--- src/shared/mrs_defs.vh ---
// reset sequencer constants: delays, reset values and register widths
// assumes inclusion by the sequencer modules, their checker and the bench
`ifndef MRS_DEFS_VH
`define MRS_DEFS_VH

// ----------------------------------------------------------------
// timing
// ----------------------------------------------------------------
`define MRS_STARTUP_CYCLES   11'h400
`define MRS_OPTLOAD_CYCLES   11'h010
`define MRS_DELAY_W          11

// ----------------------------------------------------------------
// reset values
// ----------------------------------------------------------------
`define MRS_PC_RESET         11'h000
`define MRS_SP_TOP           2'h0
`define MRS_BANK_RESET       8'h00
`define MRS_WDSEL_RESET      8'h07
`define MRS_INTERRUPT_CONTROL_RESET       6'h00
`define MRS_TIMER_CONTROL_RESET       8'h08
`define MRS_PORT_RESET       8'hFF
`define MRS_EEPROM_CONTROL_RESET       4'h8

// ----------------------------------------------------------------
// interrupt status bit positions
// ----------------------------------------------------------------
`define MRS_EV_COLD          0
`define MRS_EV_WARM          1
`define MRS_EV_READY         2
`define MRS_EV_W             3

// ----------------------------------------------------------------
// register offsets
// ----------------------------------------------------------------
`define MRS_ADDR_W           3
`define MRS_REG_CAUSE        3'h0
`define MRS_REG_IRQ_STAT     3'h1
`define MRS_REG_IRQ_EN       3'h2
`define MRS_REG_IRQ_CLR      3'h3
`define MRS_REG_WDSEL        3'h4
`define MRS_REG_STATE        3'h5

`endif

--- src/rtl/mrs_sync.v ---
// two-flop synchroniser for the external reset pin
// assumes the pin is asynchronous to clk_i; output reset high (pin idle)
`timescale 1ns/100ps
`default_nettype none

module mrs_sync
(
  input  wire clk_i,
  input  wire rst_n_i,
  input  wire async_i,
  output reg  sync_o
);

  reg meta;

  // only the second flop is read outside
  always @(posedge clk_i)
  begin
    if (!rst_n_i)
    begin
      meta   <= 1'b1;
      sync_o <= 1'b1;
    end
    else
    begin
      meta   <= async_i;
      sync_o <= meta;
    end
  end

endmodule

`default_nettype wire

--- src/rtl/mrs_delay.v ---
// down counter for the start-up and option-load holds
// assumes load_i is a one-cycle pulse on clk_i
`timescale 1ns/100ps
`default_nettype none
`include "mrs_defs.vh"

module mrs_delay
(
  input  wire                    clk_i,
  input  wire                    rst_n_i,
  input  wire                    load_i,
  input  wire [`MRS_DELAY_W-1:0] count_i,
  output wire                    busy_o,
  output wire                    done_o
);

  reg [`MRS_DELAY_W-1:0] remain;

  // a fresh load restarts the hold even mid-count
  always @(posedge clk_i)
  begin
    if (!rst_n_i)
      remain <= {`MRS_DELAY_W{1'b0}};
    else if (load_i)
      remain <= count_i;
    else if (remain != {`MRS_DELAY_W{1'b0}})
      remain <= remain - 1'b1;
  end

  assign busy_o = (remain != {`MRS_DELAY_W{1'b0}});
  assign done_o = (remain == {{(`MRS_DELAY_W-1){1'b0}}, 1'b1});

endmodule

`default_nettype wire

--- src/rtl/mrs_sequencer.v ---
// reset sequencer: cause flags, start-up and option-load holds, reset values
// assumes one 25 MHz clock; rst_n_i is the power-up reset from the supply
//
// Functional notes
// - three sources: pin reset running, pin reset halted, watchdog time-out running
// - watchdog time-out while halted is warm: only program counter and stack pointer clear
// - cause flags: power-up 00, pin u/u, pin wake 01, wdt 1/u, wdt wake 11
// - every reset and every wake holds execution 1024 clock periods
// - cold resets add an option-load hold; warm reset does not
// - chip reset: pc 000, sp top, irq off, prescaler clear, timer off, ports input
// - chip reset clears watchdog; it restarts counting straight after
// - non-warm resets load bank, wdt select, interrupt_control, timer_control, ports, eeprom values
// - pointers and accumulator untouched; timer count left undefined on non-warm resets; here timer_count_reload_o pulses on them to reload it
// - halt sets power-down, clears time-out; power-up or wdt clear clears power-down
//
// Our own choices: the address-and-strobe port and the address map.
`timescale 1ns/100ps
`default_nettype none
`include "mrs_defs.vh"

module mrs_sequencer
(
  input  wire                   clk_i,
  input  wire                   rst_n_i,
  input  wire                   ext_reset_n_i,
  input  wire                   wdt_timeout_i,
  input  wire                   halt_exec_i,
  input  wire                   wdt_clear_exec_i,
  input  wire                   wake_event_i,
  input  wire [`MRS_ADDR_W-1:0] addr_i,
  input  wire [7:0]             wdata_i,
  input  wire                   wr_i,
  input  wire                   rd_i,
  output reg  [7:0]             rdata_o,
  output reg                    irq_o,
  output reg                    cpu_run_o,
  output reg                    halted_o,
  output reg                    timeout_cause_flag_o,
  output reg                    powerdown_cause_flag_o,
  output reg                    pc_clear_o,
  output reg                    sp_clear_o,
  output reg                    chip_reset_o,
  output reg                    watchdog_clear_o,
  output reg                    timer_count_reload_o,
  output reg  [7:0]             bank_pointer_o,
  output reg  [7:0]             watchdog_prescale_select_o,
  output reg  [5:0]             interrupt_control_o,
  output reg  [7:0]             timer_control_o,
  output reg  [7:0]             port_data_o,
  output reg  [7:0]             port_a_direction_o,
  output reg  [3:0]             eeprom_control_o
);

  // ----------------------------------------------------------------
  // states
  // ----------------------------------------------------------------
  localparam ST_RUN     = 3'h0;
  localparam ST_HALT    = 3'h1;
  localparam ST_PINHOLD = 3'h2;
  localparam ST_OPTLOAD = 3'h3;
  localparam ST_STARTUP = 3'h4;

  reg  [2:0]                state;
  reg  [2:0]                next_state;
  reg                       pin_was_halt;
  reg  [`MRS_EV_W-1:0]      irq_stat;
  reg  [`MRS_EV_W-1:0]      irq_en;
  reg  [`MRS_EV_W-1:0]      ev;
  reg                       dly_load;
  reg  [`MRS_DELAY_W-1:0]   dly_count;
  reg                       cold_req;
  reg                       warm_req;
  wire                      pin_n;
  wire                      dly_busy;
  wire                      dly_done;
  wire                      pin_low;

  // ----------------------------------------------------------------
  // pin synchroniser and hold counter
  // ----------------------------------------------------------------
  mrs_sync u_sync
  (
    .clk_i   (clk_i),
    .rst_n_i (rst_n_i),
    .async_i (ext_reset_n_i),
    .sync_o  (pin_n)
  );

  mrs_delay u_delay
  (
    .clk_i   (clk_i),
    .rst_n_i (rst_n_i),
    .load_i  (dly_load),
    .count_i (dly_count),
    .busy_o  (dly_busy),
    .done_o  (dly_done)
  );

  assign pin_low = ~pin_n;

  // ----------------------------------------------------------------
  // next state and hold loading
  // ----------------------------------------------------------------
  // the pin outranks the watchdog since it also clears the watchdog
  always @*
  begin
    next_state = state;
    dly_load   = 1'b0;
    dly_count  = `MRS_STARTUP_CYCLES;
    cold_req   = 1'b0;
    warm_req   = 1'b0;
    case (state)
      ST_RUN:
      begin
        if (pin_low)
        begin
          next_state = ST_PINHOLD;
          cold_req   = 1'b1;
        end
        else if (wdt_timeout_i)
        begin
          next_state = ST_OPTLOAD;
          cold_req   = 1'b1;
          dly_load   = 1'b1;
          dly_count  = `MRS_OPTLOAD_CYCLES;
        end
        else if (halt_exec_i)
          next_state = ST_HALT;
      end
      ST_HALT:
      begin
        if (pin_low)
        begin
          next_state = ST_PINHOLD;
          cold_req   = 1'b1;
        end
        else if (wdt_timeout_i)
        begin
          next_state = ST_STARTUP;
          warm_req   = 1'b1;
          dly_load   = 1'b1;
        end
        else if (wake_event_i)
        begin
          next_state = ST_STARTUP;
          dly_load   = 1'b1;
        end
      end
      ST_PINHOLD:
      begin
        // held in reset as long as the pin stays low
        if (!pin_low)
        begin
          next_state = ST_OPTLOAD;
          dly_load   = 1'b1;
          dly_count  = `MRS_OPTLOAD_CYCLES;
        end
      end
      ST_OPTLOAD:
      begin
        if (pin_low)
          next_state = ST_PINHOLD;
        else if (dly_done || !dly_busy)
        begin
          next_state = ST_STARTUP;
          dly_load   = 1'b1;
        end
      end
      ST_STARTUP:
      begin
        if (pin_low)
        begin
          next_state = ST_PINHOLD;
          cold_req   = 1'b1;
        end
        else if (dly_done || !dly_busy)
          next_state = ST_RUN;
      end
      default:
        next_state = ST_PINHOLD;
    endcase
  end

  // ----------------------------------------------------------------
  // state register and cause flags
  // ----------------------------------------------------------------
  // power-up enters the option-load path as a cold reset
  always @(posedge clk_i)
  begin
    if (!rst_n_i)
    begin
      state                  <= ST_PINHOLD;
      pin_was_halt           <= 1'b0;
      timeout_cause_flag_o   <= 1'b0;
      powerdown_cause_flag_o <= 1'b0;
    end
    else
    begin
      state <= next_state;
      if (state == ST_RUN && pin_low)
        pin_was_halt <= 1'b0;
      else if (state == ST_HALT && pin_low)
        pin_was_halt <= 1'b1;
      // pin wake from halt reports 0,1; pin in running leaves flags alone unless a halt or wdt clear comes in the same cycle
      if (state == ST_PINHOLD && !pin_low && pin_was_halt)
      begin
        timeout_cause_flag_o   <= 1'b0;
        powerdown_cause_flag_o <= 1'b1;
      end
      else if (state == ST_RUN && !pin_low && wdt_timeout_i)
        timeout_cause_flag_o <= 1'b1;
      else if (warm_req)
      begin
        timeout_cause_flag_o   <= 1'b1;
        powerdown_cause_flag_o <= 1'b1;
      end
      else if (state == ST_RUN && halt_exec_i)
      begin
        powerdown_cause_flag_o <= 1'b1;
        timeout_cause_flag_o   <= 1'b0;
      end
      else if (state == ST_RUN && wdt_clear_exec_i)
        powerdown_cause_flag_o <= 1'b0;
    end
  end

  // ----------------------------------------------------------------
  // strobes, run status and reset values
  // ----------------------------------------------------------------
  // pointers and accumulator have no reset path here at all
  always @(posedge clk_i)
  begin
    if (!rst_n_i)
    begin
      cpu_run_o            <= 1'b0;
      halted_o             <= 1'b0;
      pc_clear_o           <= 1'b1;
      sp_clear_o           <= 1'b1;
      chip_reset_o         <= 1'b1;
      watchdog_clear_o     <= 1'b1;
      timer_count_reload_o <= 1'b1;
    end
    else
    begin
      cpu_run_o    <= (next_state == ST_RUN);
      halted_o     <= (next_state == ST_HALT);
      pc_clear_o   <= cold_req || warm_req || (state == ST_PINHOLD);
      sp_clear_o   <= cold_req || warm_req || (state == ST_PINHOLD);
      chip_reset_o <= cold_req || (state == ST_PINHOLD);
      // released with the chip reset so the watchdog recounts at once
      watchdog_clear_o     <= cold_req || (state == ST_PINHOLD);
      timer_count_reload_o <= cold_req;
    end
  end

  // ----------------------------------------------------------------
  // reset-valued registers and software access
  // ----------------------------------------------------------------
  always @(posedge clk_i)
  begin
    if (!rst_n_i || cold_req || state == ST_PINHOLD)
    begin
      bank_pointer_o             <= `MRS_BANK_RESET;
      watchdog_prescale_select_o <= `MRS_WDSEL_RESET;
      interrupt_control_o        <= `MRS_INTERRUPT_CONTROL_RESET;
      timer_control_o            <= `MRS_TIMER_CONTROL_RESET;
      port_data_o                <= `MRS_PORT_RESET;
      port_a_direction_o         <= `MRS_PORT_RESET;
      eeprom_control_o           <= `MRS_EEPROM_CONTROL_RESET;
    end
    else if (wr_i && addr_i == `MRS_REG_WDSEL)
      watchdog_prescale_select_o <= wdata_i;
  end

  // ----------------------------------------------------------------
  // interrupt status, enable and read port
  // ----------------------------------------------------------------
  always @*
  begin
    ev                = {`MRS_EV_W{1'b0}};
    ev[`MRS_EV_COLD]  = cold_req;
    ev[`MRS_EV_WARM]  = warm_req;
    ev[`MRS_EV_READY] = (state == ST_STARTUP) && (next_state == ST_RUN);
  end

  // a new event wins over a clear in the same cycle
  always @(posedge clk_i)
  begin
    if (!rst_n_i)
    begin
      irq_stat <= {`MRS_EV_W{1'b0}};
      irq_en   <= {`MRS_EV_W{1'b0}};
      irq_o    <= 1'b0;
      rdata_o  <= 8'h00;
    end
    else
    begin
      if (wr_i && addr_i == `MRS_REG_IRQ_CLR)
        irq_stat <= (irq_stat & ~wdata_i[`MRS_EV_W-1:0]) | ev;
      else
        irq_stat <= irq_stat | ev;
      if (wr_i && addr_i == `MRS_REG_IRQ_EN)
        irq_en <= wdata_i[`MRS_EV_W-1:0];
      irq_o <= |(irq_stat & irq_en);
      rdata_o <= 8'h00;
      if (rd_i)
      begin
        case (addr_i)
          `MRS_REG_CAUSE:    rdata_o <= {6'h00, timeout_cause_flag_o, powerdown_cause_flag_o};
          `MRS_REG_IRQ_STAT: rdata_o <= {5'h00, irq_stat};
          `MRS_REG_IRQ_EN:   rdata_o <= {5'h00, irq_en};
          `MRS_REG_WDSEL:    rdata_o <= watchdog_prescale_select_o;
          `MRS_REG_STATE:    rdata_o <= {5'h00, state};
          default:           rdata_o <= 8'h00;
        endcase
      end
    end
  end

endmodule

`default_nettype wire

--- config.mk ---
export PLATFORM = sky130hd
export DESIGN_NAME = mrs_sequencer
export DESIGN_NICKNAME = d
export VERILOG_FILES = /design/src/rtl/mrs_sync.v /design/src/rtl/mrs_delay.v /design/src/rtl/mrs_sequencer.v
export VERILOG_INCLUDE_DIRS = /design/src /design/src/shared
export SDC_FILE = /design/constraint.sdc
export NUM_CORES = 1
export LEC_CHECK = 0
export BUFFER_PORTS_ARGS = -buffer_cell sky130_fd_sc_hd__buf_2
export CAP_MARGIN = 20
export CORE_AREA = 4 4 73 126
export CTS_BUF_LIST = sky130_fd_sc_hd__clkbuf_16
export DETAILED_ROUTE_END_ITERATION = 8
export DIE_AREA = 0 0 77 130
export PLACE_DENSITY = 0.61
export SLEW_MARGIN = 20
export SYNTH_ARGS = -nofsm -noshare
export SYNTH_HDL_FRONTEND = slang
export SYNTH_SLANG_ARGS = --single-unit
--- constraint.sdc ---
create_clock -name clk_i -period 2.6 [get_ports clk_i]
set_input_delay 0.26 -clock clk_i [delete_from_list [all_inputs] [get_ports clk_i]]
set_output_delay 0.26 -clock clk_i [all_outputs]
set_load 0.005 [all_outputs]
* Yosys cells after proc, flatten, opt, wreduce, memory -nomap -nowiden
Index checks and enable logic that the tools add are counted.
** Storage, ports and cells
- Register bits :: 47
- Output and inout port bits :: 68
** Operators by class
- Reduce and logical (&&, ||, !) cells :: 33
- Bitwise gates (word level) :: 7
- $add $sub $neg :: 1
- Eq/ne operators :: 12
- Muxes and demuxes :: 41
** Operators by type and width (number)
- 11-bit two-way mux :: 5
- 8-bit one-hot mux with 5 select lines :: 1
- 3-bit two-way mux :: 12
- 11-bit one-hot mux with 2 select lines :: 1
- 1-bit two-way mux :: 19
- 3-bit one-hot mux with 5 select lines :: 1
- 3-bit by 2-bit == test with 1-bit output (second input constant) :: 4
- 1-bit logical AND :: 12
- 11-bit by 1-bit == test with 1-bit output (second input constant) :: 1
- 11-bit nonzero test :: 1
- 11-bit by 1-bit subtractor with 11-bit output (second input constant) :: 1
- 3-bit by 1-bit == test with 1-bit output (second input constant) :: 3
- 3-bit == test (second input constant) :: 3
- 3-bit logical NOT :: 3
- 3-bit AND :: 2
- 1-bit logical OR :: 6
- 3-bit bitwise OR :: 2
- 2-bit OR reduction :: 3
- 1-bit one-hot mux with 4 select lines :: 1
- 2-bit AND reduction :: 2
- 4-bit nonzero test :: 1
- 3-bit NOT :: 1
- 3-bit nonzero test :: 1
- 3-bit OR reduction :: 1
- other kinds (5) :: 7

* Longest topological paths before layout
Gate-level depths: netlist of the first run.
- Depth after elaboration :: 10
- Gate-level depth with buffers :: 8

* Cells and area by module
From an unflattened synthesis of the first run, not the netlist that was laid out.
** Unflattened totals
- Cell total of the unflattened synthesis :: 303
- Area, all modules :: 2615.0 µm²
** By module, submodules not included
- mrs_sequencer :: cells each 222, times used 1, seq. area each 680.7 µm², area an instance 1924.3 µm²
- mrs_delay :: cells each 77, times used 1, seq. area each 220.2 µm², area an instance 638.1 µm²
- mrs_sync :: cells each 4, times used 1, seq. area each 40.0 µm², area an instance 52.6 µm²

* Worst setup path before layout of the first run
Ideal clock, no wire load.
- Kind :: reg-to-reg
- Start :: reg u_delay.remain[7]
- End :: reg u_delay.remain[0]
- Slack :: 0.749 ns
- Data arrival time :: 1.724 ns
- Clock period less this slack :: 1.851 ns
- Cell stages (with the launch flop) :: 7
- Path buffers :: 1
- Path through :: dfxtp_1 -> or4_1 -> or3_4 -> or2_0 -> buf_6 -> xnor2_1 -> nor2_1
** Between the ends
- Cells in the longest elaborated chain, start to end :: 7
- Elaborated cells between the ends (all ways) :: 9
- Classes of those cells :: 1 x eq/ne; 4 x mux; 4 x reduce/logical
** RTL lines
- start: declaration :: RTL line mrs_delay.v:17 : reg [`MRS_DELAY_W-1:0] remain;
- start signal: assignment :: RTL line mrs_delay.v:23 : remain <= {`MRS_DELAY_W{1'b0}};
- start signal: assignment :: RTL line mrs_delay.v:25 : remain <= count_i;
- start signal: assignment :: RTL line mrs_delay.v:27 : remain <= remain - 1'b1;
- 11-bit nonzero test :: RTL line mrs_delay.v:26, mrs_delay.v:30
- 1-bit logical NOT :: RTL line mrs_sequencer.v:163 : else if (dly_done || !dly_busy)
- 1-bit logical OR :: RTL line mrs_sequencer.v:163
- 1-bit two-way mux :: RTL line mrs_sequencer.v:163
- 1-bit two-way mux :: RTL line mrs_sequencer.v:161 : if (pin_low)
- 1-bit one-hot mux with 4 select lines :: RTL line mrs_sequencer.v:112 : case (state)
- 11-bit two-way mux / 2-bit nonzero test (equally long branches)
Parallel ways exist; a longest one is shown, timed or not.
A chain may end at the register's enable or synchronous reset.

* Worst setup path after layout of the first run
- Start :: reg u_delay.remain[7]
- End :: reg u_delay.remain[1]
Same word-level chain as after synthesis.

==> flow_metrics.tcl, run 1 <==
set metrics [dict create \
    status "finished clean" \
    power.total_mw 2.69 \
    vias 1915 \
    cts_resized 0 \
    fmax_mhz 507 \
    fin_tns_setup_ns 0 \
    start_util_pct 29.5 \
    p_sw_share_pct 38.7 \
    drtAntennaViolNets 0 \
    min_to "u_sync.meta" \
    die-width_um 77 \
    ys_ff_latch 47 \
    ys.flop_type "dfxtp_1" \
    r2r_start "u_delay.remain[7]" \
    p_per_area_mw_per_mm2 1000 \
    slew_viol_final 0 \
    period_minus_slack_ns 1.97 \
    grt_util_all_layers_pct 10.4 \
    worst_setup_path_end_kind "flip-flop" \
    final.setup_skew_ns 0.00557 \
    peakVddDrop_mv 0.337 \
    drt_iter0_drc 123 \
    antenna_found_initial 0 \
    synth_top_area_cell "dfxtp_1" \
    hold_depth 2 \
    hpwl_um 4090 \
    yosysSeqAreaShare_pct 38.9 \
    p_comb_share_pct 38.1 \
    synth_top_area_share_pct 38.9 \
    reg2reg_slack_ns 0.63 \
    holdBufCountCts 0 \
    clock-root-buffer "clkbuf_16" \
    fin_crit_sh_pct 75.9 \
    rsz0062_at_grt "no" \
    pwr-share-seq_pct 37.9 \
    maxCapViolations 0 \
    syn_area_mm2 0.00242 \
    rows 44 \
    r2r-end "u_delay.remain[1]" \
    setup_slack_ns 0.627 \
    grt_start_max_net_pins 20 \
    place_area_mm2 0.00253 \
    cts_made_buffers 5 \
    finalWirelength_um 5220 \
    die_h_um 130 \
    hp-start "ext_reset_n_i" \
    async_reset_ff_share_pct 0 \
    place.gp.congestion 0.815 \
    syn_to_final_growth_pct 11.1 \
    power_leakage_nw 1.17 \
    drc 0 \
    crit_slowest_cell "or4_1" \
    clk_latency_ns 0.29 \
    syn_inst 280 \
    ctsHtreeMaxLevel 2 \
    power_switching_mw 1.04 \
    synth_warnings 0 \
    setup_violations 0 \
    clockBufferDepth 2 \
    via_per_inst 4.66 \
    wl_per_cell_um 12.7 \
    diodes 0 \
    worst_pin_slew_ns 0.758 \
    grt_pass1_wl_um 8320 \
    port_buffers 45 \
    cts_setup_buffers 0 \
    critPathBufInv 0 \
    synth_area_leaders "dfxtp_1, buf_4, mux2i_1" \
    whs_ns 0.160 \
    synth_most_common_cell "dfxtp_1" \
    fin_area_mm2 0.00268 \
    p_clk_share_pct 24.0 \
    crit_fanout 6 \
    slew_headroom_pct 48.8 \
    grt_pass1_vias 1825 \
    avgSynthCellArea_um2 8.63 \
    cp_top_family "simple AND/OR/NAND/NOR gates" \
    crit_path_start_kind "flip-flop" \
    cp.required_ns 2.77 \
    worstSetupPathType "reg -> reg" \
    grt-ovfl-total 0 \
    synth_edf_count 0 \
    r2r_cells 5 \
    drt_pre_antenna_iters 4 \
    drive_gt1_share_pct 18.2 \
    cts_tree "built" \
    p_int_mw 1.65 \
    core_mm2 0.00820 \
    place_ws_ns 0.623 \
    cp.arrival_ns 2.14 \
    dieArea_mm2 0.0100 \
    fin_nets 341 \
    max_stage_delay_ns 0.55 \
    hold_viol_final 0 \
    netlist-cell-type-count 52 \
    crit_chain "or4_1, or3_4, or2_0, nor2_1, a211oi_2" \
    cts.sinks 47 \
    num_io_pins 88 \
    path_clk_slew_ns 0.06 \
    synthTopCellsByCount "dfxtp_1, buf_4, nor2_1" \
    hp-class "in -> reg" \
]
==> stage by stage <==
stage / util, % / cells
after global routing: 32.7 / 411
after global placement: 30.9 / 403
after floorplan: - / 320
after CTS: 32.7 / 411
after detailed placement: 30.9 / 403
final: 32.7 / 411
==> cell usage in the layout, fill, tap and decap left out, types with 2 or more instances in the layout <==
master | synthesis | final
inv_1 | 8 | 8
ha_1 | 3 | 3
nand2b_1 | 6 | 6
nand3_1 | 5 | 5
o22ai_1 | 2 | 2
dfxtp_1 | 47 | 47
xor2_1 | 2 | 2
a21oi_1 | 9 | 9
o31ai_1 | 4 | 4
o21ai_0 | 8 | 8
a32oi_1 | 2 | 2
and2_1 | 6 | 6
nand2_1 | 22 | 22
nor2b_1 | 4 | 4
nor3b_1 | 3 | 3
o22a_1 | 2 | 2
clkinvlp_4 | 0 | 2
xnor2_1 | 4 | 4
mux2i_1 | 15 | 15
clkbuf_16 | 0 | 5
buf_2 | 0 | 45
nor4_1 | 4 | 4
nor2_1 | 32 | 32
conb_1 | 2 | 42
nor3_1 | 6 | 6
a211oi_1 | 2 | 2
a22oi_1 | 3 | 3
==> sequential cells by signal (all words and copies together) (netlist names), 3 cells and up <==
register and flops:
watchdog_prescale_select_o 8, state 3, irq_stat 3, rdata_o 8, u_delay.remain 11, irq_en 3
==> layer usage <==
layer	part of all wire (%)	routed length (um)	track usage [%]	up-vias
met2	51	2670	18.7	79
met3	8.5	443	3.38	17
li1	-	-	-	954
met1	36	1860	9.91	865
met4	4.9	257	7.65	0
met5	0	0	0	-
==> worst max path at each step <==
stage / startpoint / to / depth (start not counted)
CTS: u_delay.remain[7] / u_delay.remain[1] / 5
detailed placement: u_delay.remain[7] / u_delay.remain[1] / 5
global route: u_delay.remain[7] / cpu_run_o / 5
floorplan: u_delay.remain[7] / u_delay.remain[0] / 6
finish: u_delay.remain[7] / u_delay.remain[1] / 5
global placement: u_delay.remain[0] / u_delay.remain[9] / 5
==> power groups by stage <==
stage | registers (mW) | logic (mW) | clock network (mW)
detailed placement | 1.03 | 1.03 | 0
CTS | 1.02 | 1.03 | 0.665
finish | 1.02 | 1.03 | 0.646
global placement | 1.03 | 1.01 | 0
global route | 1.05 | 1.17 | 0.690
floorplan | 0.953 | 0.951 | 0
==> cells by family after synthesis <==
kind of cell | Yosys count | synth area share (%)
adder cells (fa/ha/maj) | 3 | 1.55
other | 2 | 0.311
buffers and inverters | 63 | 16.9
AO/OA/AOI/OAI | 44 | 12.8
XOR/XNOR | 6 | 2.18
multiplexers | 16 | 6.68
AND/OR/NAND/NOR | 99 | 20.6
flip-flops | 47 | 38.9
==> final cells by class <==
| type | count | area [um2] |
|---|---|---|
| inverters | 8 | 30.0 |
| flip-flops and latches | 47 | 941 |
| well taps | 92 | 115 |
| multi-input cells | 210 | 1220 |
| clock inverters | 3 | 23.8 |
| repair buffers | 46 | 233 |
| fillers | 850 | 5520 |
| clock buffers | 5 | 125 |
(Power assumes the default switching activity.)
==> run 2: changes to the inputs <==
--- a/config.mk
+++ b/config.mk
@@ -6,12 +6,13 @@
 export SDC_FILE = /design/constraint.sdc
 export NUM_CORES = 1
 export LEC_CHECK = 0
+export ABC_AREA = 1
 export BUFFER_PORTS_ARGS = -buffer_cell sky130_fd_sc_hd__buf_2
 export CAP_MARGIN = 20
-export CORE_AREA = 4 4 73 126
+export CORE_AREA = 4 4 74 128
 export CTS_BUF_LIST = sky130_fd_sc_hd__clkbuf_16
 export DETAILED_ROUTE_END_ITERATION = 8
-export DIE_AREA = 0 0 77 130
+export DIE_AREA = 0 0 78 132
 export PLACE_DENSITY = 0.61
 export SLEW_MARGIN = 20
 export SYNTH_ARGS = -nofsm -noshare
==> constraint.sdc (replaced) <==
create_clock -name clk_i -period 1.95 [get_ports clk_i]
set_input_delay 0.195 -clock clk_i [delete_from_list [all_inputs] [get_ports clk_i]]
set_output_delay 0.195 -clock clk_i [all_outputs]
set_load 0.005 [all_outputs]
==> run 2 against run 1 <==
  * Synthesized cell count up 18%
  * Setup slack worse by 0.30 ns
  * Critical path depth up 2
  * Hold slack worse by 0.070 ns
  * Synthesized area up 2.5%
  * Die area up 2.9%
  * Sequential share of layout area down 1.7 points
  * Clock-buffer cell count unchanged
  * Clock skew down 0.00077 ns
  * Critical endpoint is now watchdog_prescale_select_o[0]
  * Highest routed layer unchanged
==> flow_metrics.tcl, run 2 <==
set metrics [dict create \
    status "finished clean" \
    yosysSeqAreaShare_pct 38.0 \
    clockBufferDepth 2 \
    largest_reg_flops 11 \
    antenna_found_initial 0 \
    drive_gt1_share_pct 20.6 \
    max_stage_delay_ns 0.48 \
    finish.utilization_pct 33.1 \
    hold_depth 2 \
    hp-start "ext_reset_n_i" \
    synth_most_common_cell "nand2_1" \
    drt_pre_antenna_iters 4 \
    clock-root-buffer "clkbuf_16" \
    peakVddDrop_mv 0.434 \
    netlist-cell-type-count 41 \
    grt_util_all_layers_pct 10.8 \
    die-width_um 78 \
    crit_fanout 8 \
    final-instance-count-excl-fill 490 \
    avgSynthCellArea_um2 7.53 \
    cts_resized 0 \
    grt-ovfl-total 0 \
    synthTopCellsByCount "nand2_1, dfxtp_1, buf_4" \
    setup_slack_ns 0.330 \
    maxCapViolations 0 \
    reg2reg_slack_ns 0.33 \
    drtAntennaViolNets 0 \
    worstSetupPathType "reg -> reg" \
    largest_register "u_delay.remain" \
    path_clk_slew_ns 0.06 \
    crit_path_start_kind "flip-flop" \
    grt_pass1_wl_um 8830 \
    setup_violations 0 \
    async_reset_ff_share_pct 0 \
    p_clk_share_pct 23.5 \
    drt_iter0_drc 91 \
    power_leakage_nw 1.34 \
    hpwl_um 4540 \
    vias 2103 \
    slew_viol_final 0 \
    place_ws_ns 0.315 \
    syn_area_mm2 0.00248 \
    period_minus_slack_ns 1.62 \
    cts_setup_buffers 0 \
    finalWirelength_um 5510 \
    final_common_cell "nand2_1" \
    grt_pass1_vias 2039 \
    final.setup_skew_ns 0.00479 \
    r2r_cells 7 \
    critPathLaunch "u_sync.sync_o" \
    ys_ff_latch 47 \
    synth_top_area_share_pct 38.0 \
    p_per_area_mw_per_mm2 1450 \
    whs_ns 0.0899 \
    worst_setup_path_end_kind "flip-flop" \
    hold_viol_final 0 \
    grt_start_max_net_pins 15 \
    rows 45 \
    r2r_start "u_sync.sync_o" \
    synth_edf_count 0 \
    place.gp.congestion 0.897 \
    synth_area_leaders "dfxtp_1, buf_4, nand2_1" \
    synth_warnings 0 \
    pwr-share-seq_pct 32.6 \
    cp.required_ns 2.12 \
    r2r-end "watchdog_prescale_select_o[0]" \
    ctsHtreeMaxLevel 2 \
    top_regs "u_delay.remain: 11 flops, rdata_o: 8 flops, watchdog_prescale_select_o: 8 flops" \
    fin_tns_setup_ns 0 \
    power_switching_mw 1.66 \
    core_mm2 0.00850 \
    cp.arrival_ns 1.79 \
    hp-class "in -> reg" \
    most-common-layout-cells "nand2_1, dfxtp_1, buf_2" \
    cts_made_buffers 5 \
    crit_chain "inv_1, nand3_1, o21ai_1, nor2_2, nand3_2, inv_2, o211ai_1" \
    fillCellCount 918 \
    cts_tree "built" \
    diodes 0 \
    die_h_um 132 \
    port_buffers 45 \
    min_to "u_sync.meta" \
    place_inst 482 \
    synth_top_area_cell "dfxtp_1" \
    p_comb_share_pct 43.9 \
    fin_crit_sh_pct 83.1 \
    p_int_mw 2.42 \
    syn_inst 329 \
    cts.sinks 47 \
    rsz0062_at_grt "no" \
    wl_per_cell_um 11.3 \
    via_per_inst 4.29 \
    clk_latency_ns 0.29 \
    p_sw_share_pct 40.7 \
    holdBufCountCts 0 \
    syn_to_final_growth_pct 13.7 \
    drc 0 \
    dieArea_mm2 0.0103 \
    crit_slowest_cell "dfxtp_1" \
    ys.flop_type "dfxtp_1" \
    fin_nets 395 \
    start_util_pct 29.1 \
    num_io_pins 88 \
    fmax_mhz 617 \
]
## run 2: worst max path at each step
stage                                    endpoint  slack (ns)  depth (start not counted)
global route        watchdog_prescale_select_o[0]        0.08                          7
floorplan                       u_delay.remain[4]        0.54                          9
detailed placement  watchdog_prescale_select_o[1]        0.32                          7
CTS                 watchdog_prescale_select_o[0]        0.29                          7
finish              watchdog_prescale_select_o[0]        0.33                          7
global placement    watchdog_prescale_select_o[2]        0.33                          7
## run 2: area by class of cell
type | count | area [um2] | area share [%]
Sequential cell | 47 | 941 | 33.4
Tap cell | 117 | 146 | 5.20
Timing Repair Buffer | 47 | 240 | 8.53
Clock inverter | 3 | 38.8 | 1.38
Clock buffer | 5 | 125 | 4.44
Multi-Input combinational cell | 236 | 1190 | 42.4
Inverter | 35 | 131 | 4.66
## run 2: cells by family (layout without fill, tap and decap cells)
family                   Yosys count  count (layout)  share of synthesized area, %
adder cells (fa/ha/maj)            3               3                          1.52
XOR/XNOR                           7               7                          2.48
other                              2              42                         0.303
AND/OR/NAND/NOR                  137             137                          26.8
AO/OA/AOI/OAI                     47              47                          11.1
flip-flops                        47              47                          38.0
buffers and inverters             86              90                          19.9
## run 2: metrics by stage
| stage | total power [mW] | cell area [um2] |
|---|---|---|
| after CTS | 4.13 | 2820 |
| after floorplan | 2.81 | 2630 |
| after detailed placement | 3.15 | 2650 |
| after global routing | 4.40 | 2820 |
| after global placement | 3.13 | 2650 |
| final | 4.08 | 2820 |
## run 2: routing by layer
metal,up-vias,share of wire [%],track usage (%)
li1,1056,-,-
met2,77,58,22.7
met3,14,6.5,2.53
met1,956,32,8.53
met5,-,0,0
met4,0,3.4,5.84
## run 2: critical path: cells and delay by family (launching register included)
kind | cells | cell delay [ns]
AOI/OAI and AO/OA | 2 | 0.19
buffers and inverters | 2 | 0.27
and+or+nand+nor | 3 | 0.55
DFF | 1 | 0.48
## run 2: power by group through the flow
stage	Clock, mW	Combinational [mW]	Sequential, mW
6_report	0.959	1.79	1.33
5_1_grt	1.01	2.04	1.35
4_1_cts	0.983	1.82	1.33
3_5_place_dp	0	1.80	1.35
3_3_place_gp	0	1.79	1.35
2_1_floorplan	0	1.51	1.30
==> run 3: changes to the inputs <==
==> constraint.sdc (replaced) <==
create_clock -name clk_i -period 1.7 [get_ports clk_i]
set_input_delay 0.17 -clock clk_i [delete_from_list [all_inputs] [get_ports clk_i]]
set_output_delay 0.17 -clock clk_i [all_outputs]
set_load 0.005 [all_outputs]
==> run 3 against run 2 <==
  * Flip-flop and latch count is the same
  * Non-clock buffer count grew 1
  * Power grew 14%
  * Sequential power grew 15%
  * Highest routed layer unchanged
  * Critical path type unchanged
==> flow_metrics.tcl, run 3 (synthesized netlist as in run 2, its figures left out) <==
set metrics [dict create \
    most-common-layout-cells "nand2_1, dfxtp_1, buf_2" \
    drt_pre_antenna_iters 4 \
    grt_util_all_layers_pct 11.3 \
    die-width_um 78 \
    fmax_mhz 662 \
    clk_latency_ns 0.29 \
    min_to "u_sync.meta" \
    max_stage_delay_ns 0.33 \
    crit_path_start_kind "flip-flop" \
    fin_nets 396 \
    clock-root-buffer "clkbuf_16" \
    antenna_found_initial 0 \
    grt-ovfl-total 0 \
    drc 0 \
    finalWirelength_um 5760 \
    finish.utilization_pct 33.1 \
    ctsHtreeMaxLevel 2 \
    clockBufferDepth 2 \
    hp-start "ext_reset_n_i" \
    power_leakage_nw 1.33 \
    top_regs "u_delay.remain: 11 flops, rdata_o: 8 flops, watchdog_prescale_select_o: 8 flops" \
    crit_fanout 6 \
    final.setup_skew_ns 0.00533 \
    reg2reg_slack_ns 0.19 \
    cts_tree "built" \
    grt_pass1_vias 2053 \
    worstSetupPathType "reg -> reg" \
    place_inst 483 \
    hp-class "in -> reg" \
    power.total_mw 4.65 \
    dieArea_mm2 0.0103 \
    hold_viol_final 0 \
    hpwl_um 4730 \
    rows 45 \
    cp.arrival_ns 1.67 \
    fin_tns_setup_ns 0 \
    via_per_inst 4.35 \
    port_buffers 45 \
    vias 2135 \
    diodes 0 \
    wl_per_cell_um 11.7 \
    cts_setup_buffers 0 \
    path_clk_slew_ns 0.06 \
    setup_violations 0 \
    die_h_um 132 \
    drtAntennaViolNets 0 \
    critPathBufInv 1 \
    status "finished clean" \
    hold_depth 2 \
    p_per_area_mw_per_mm2 1650 \
    fin_crit_sh_pct 88.9 \
    largest_reg_flops 11 \
    final-instance-count-excl-fill 491 \
    worst_setup_path_end_kind "flip-flop" \
    slew_viol_final 0 \
    largest_register "u_delay.remain" \
    cp.required_ns 1.86 \
    cp_top_family "simple AND/OR/NAND/NOR gates" \
    grt_start_max_net_pins 16 \
    drive_gt1_share_pct 21.9 \
    critPathLaunch "u_delay.remain[7]" \
    maxCapViolations 0 \
    r2r-end "u_delay.remain[4]" \
    cts_made_buffers 5 \
    drt_iter0_drc 94 \
    place.gp.congestion 0.960 \
    r2r_start "u_delay.remain[7]" \
    syn_to_final_growth_pct 13.8 \
    whs_ns 0.0596 \
    fillCellCount 921 \
    start_util_pct 29.1 \
    peakVddDrop_mv 0.523 \
    crit_slowest_cell "dfxtp_1" \
    rsz0062_at_grt "no" \
    num_io_pins 88 \
    crit_chain "nor2_1, nand2_1, nor2_4, nand3_2, inv_2, nand3_1, nor3b_2" \
    period_minus_slack_ns 1.51 \
    r2r_cells 7 \
    grt_pass1_wl_um 9260 \
    final_common_cell "nand2_1" \
    cts.sinks 47 \
    core_mm2 0.00850 \
]
[run 3: report_power, final]
group          internal (mW)  switching, mW  leakage, nW
Clock                  0.542          0.430       0.0658
Combinational          0.789           1.36        0.885
Sequential              1.32          0.213        0.383
[run 3: worst max path at each step]
stage	endpoint	slack [ns]	cells past startpoint
global route	u_delay.remain[5]	0.001	10
global placement	u_delay.remain[4]	0.20	9
CTS	u_delay.remain[5]	0.13	10
detailed placement	u_delay.remain[5]	0.15	10
finish	u_delay.remain[4]	0.19	7
floorplan	u_delay.remain[4]	0.29	9
[run 3: worst reg2reg max path, stage by stage (launching register included)]
cell	delay [ns]
dfxtp_1	0.33
nor2_1	0.15
nand2_1	0.13
nor2_4	0.14
nand3_2	0.16
inv_2	0.16
nand3_1	0.14
nor3b_2	0.18
[run 3: metrics by stage]
| step | instance area [um2] | setup WS [ns] |
|---|---|---|
| global route | 2820 | 0.00128 |
| global placement | 2660 | 0.197 |
| floorplan | 2630 | 0.293 |
| detailed placement | 2660 | 0.149 |
| CTS | 2810 | 0.125 |
| finish | 2820 | 0.189 |
[run 3: repair_timing]
action	4_1_cts	5_1_grt
endpoints found under the setup margin	0	5
hold buffers	0	0
gates resized for setup	0	5
[run 3: routing by layer]
layer  track usage (%)  part of all wire (%)  up-vias
met4              5.06                   2.8        0
met2              23.6                    58       85
li1                  -                     -     1058
met5                 0                     0        -
met1              8.99                    31      981
met3              3.21                   8.1       11
[run 3: layout make-up]
type	count	area, um2	area share, %
sequential	47	942	33.4
multi-input combinational	236	1200	42.8
tap	117	146	5.20
timing repair buffer	48	248	8.79
clock buffer	5	125	4.44
inverter	35	131	4.66
clock inverter	3	20.0	0.710
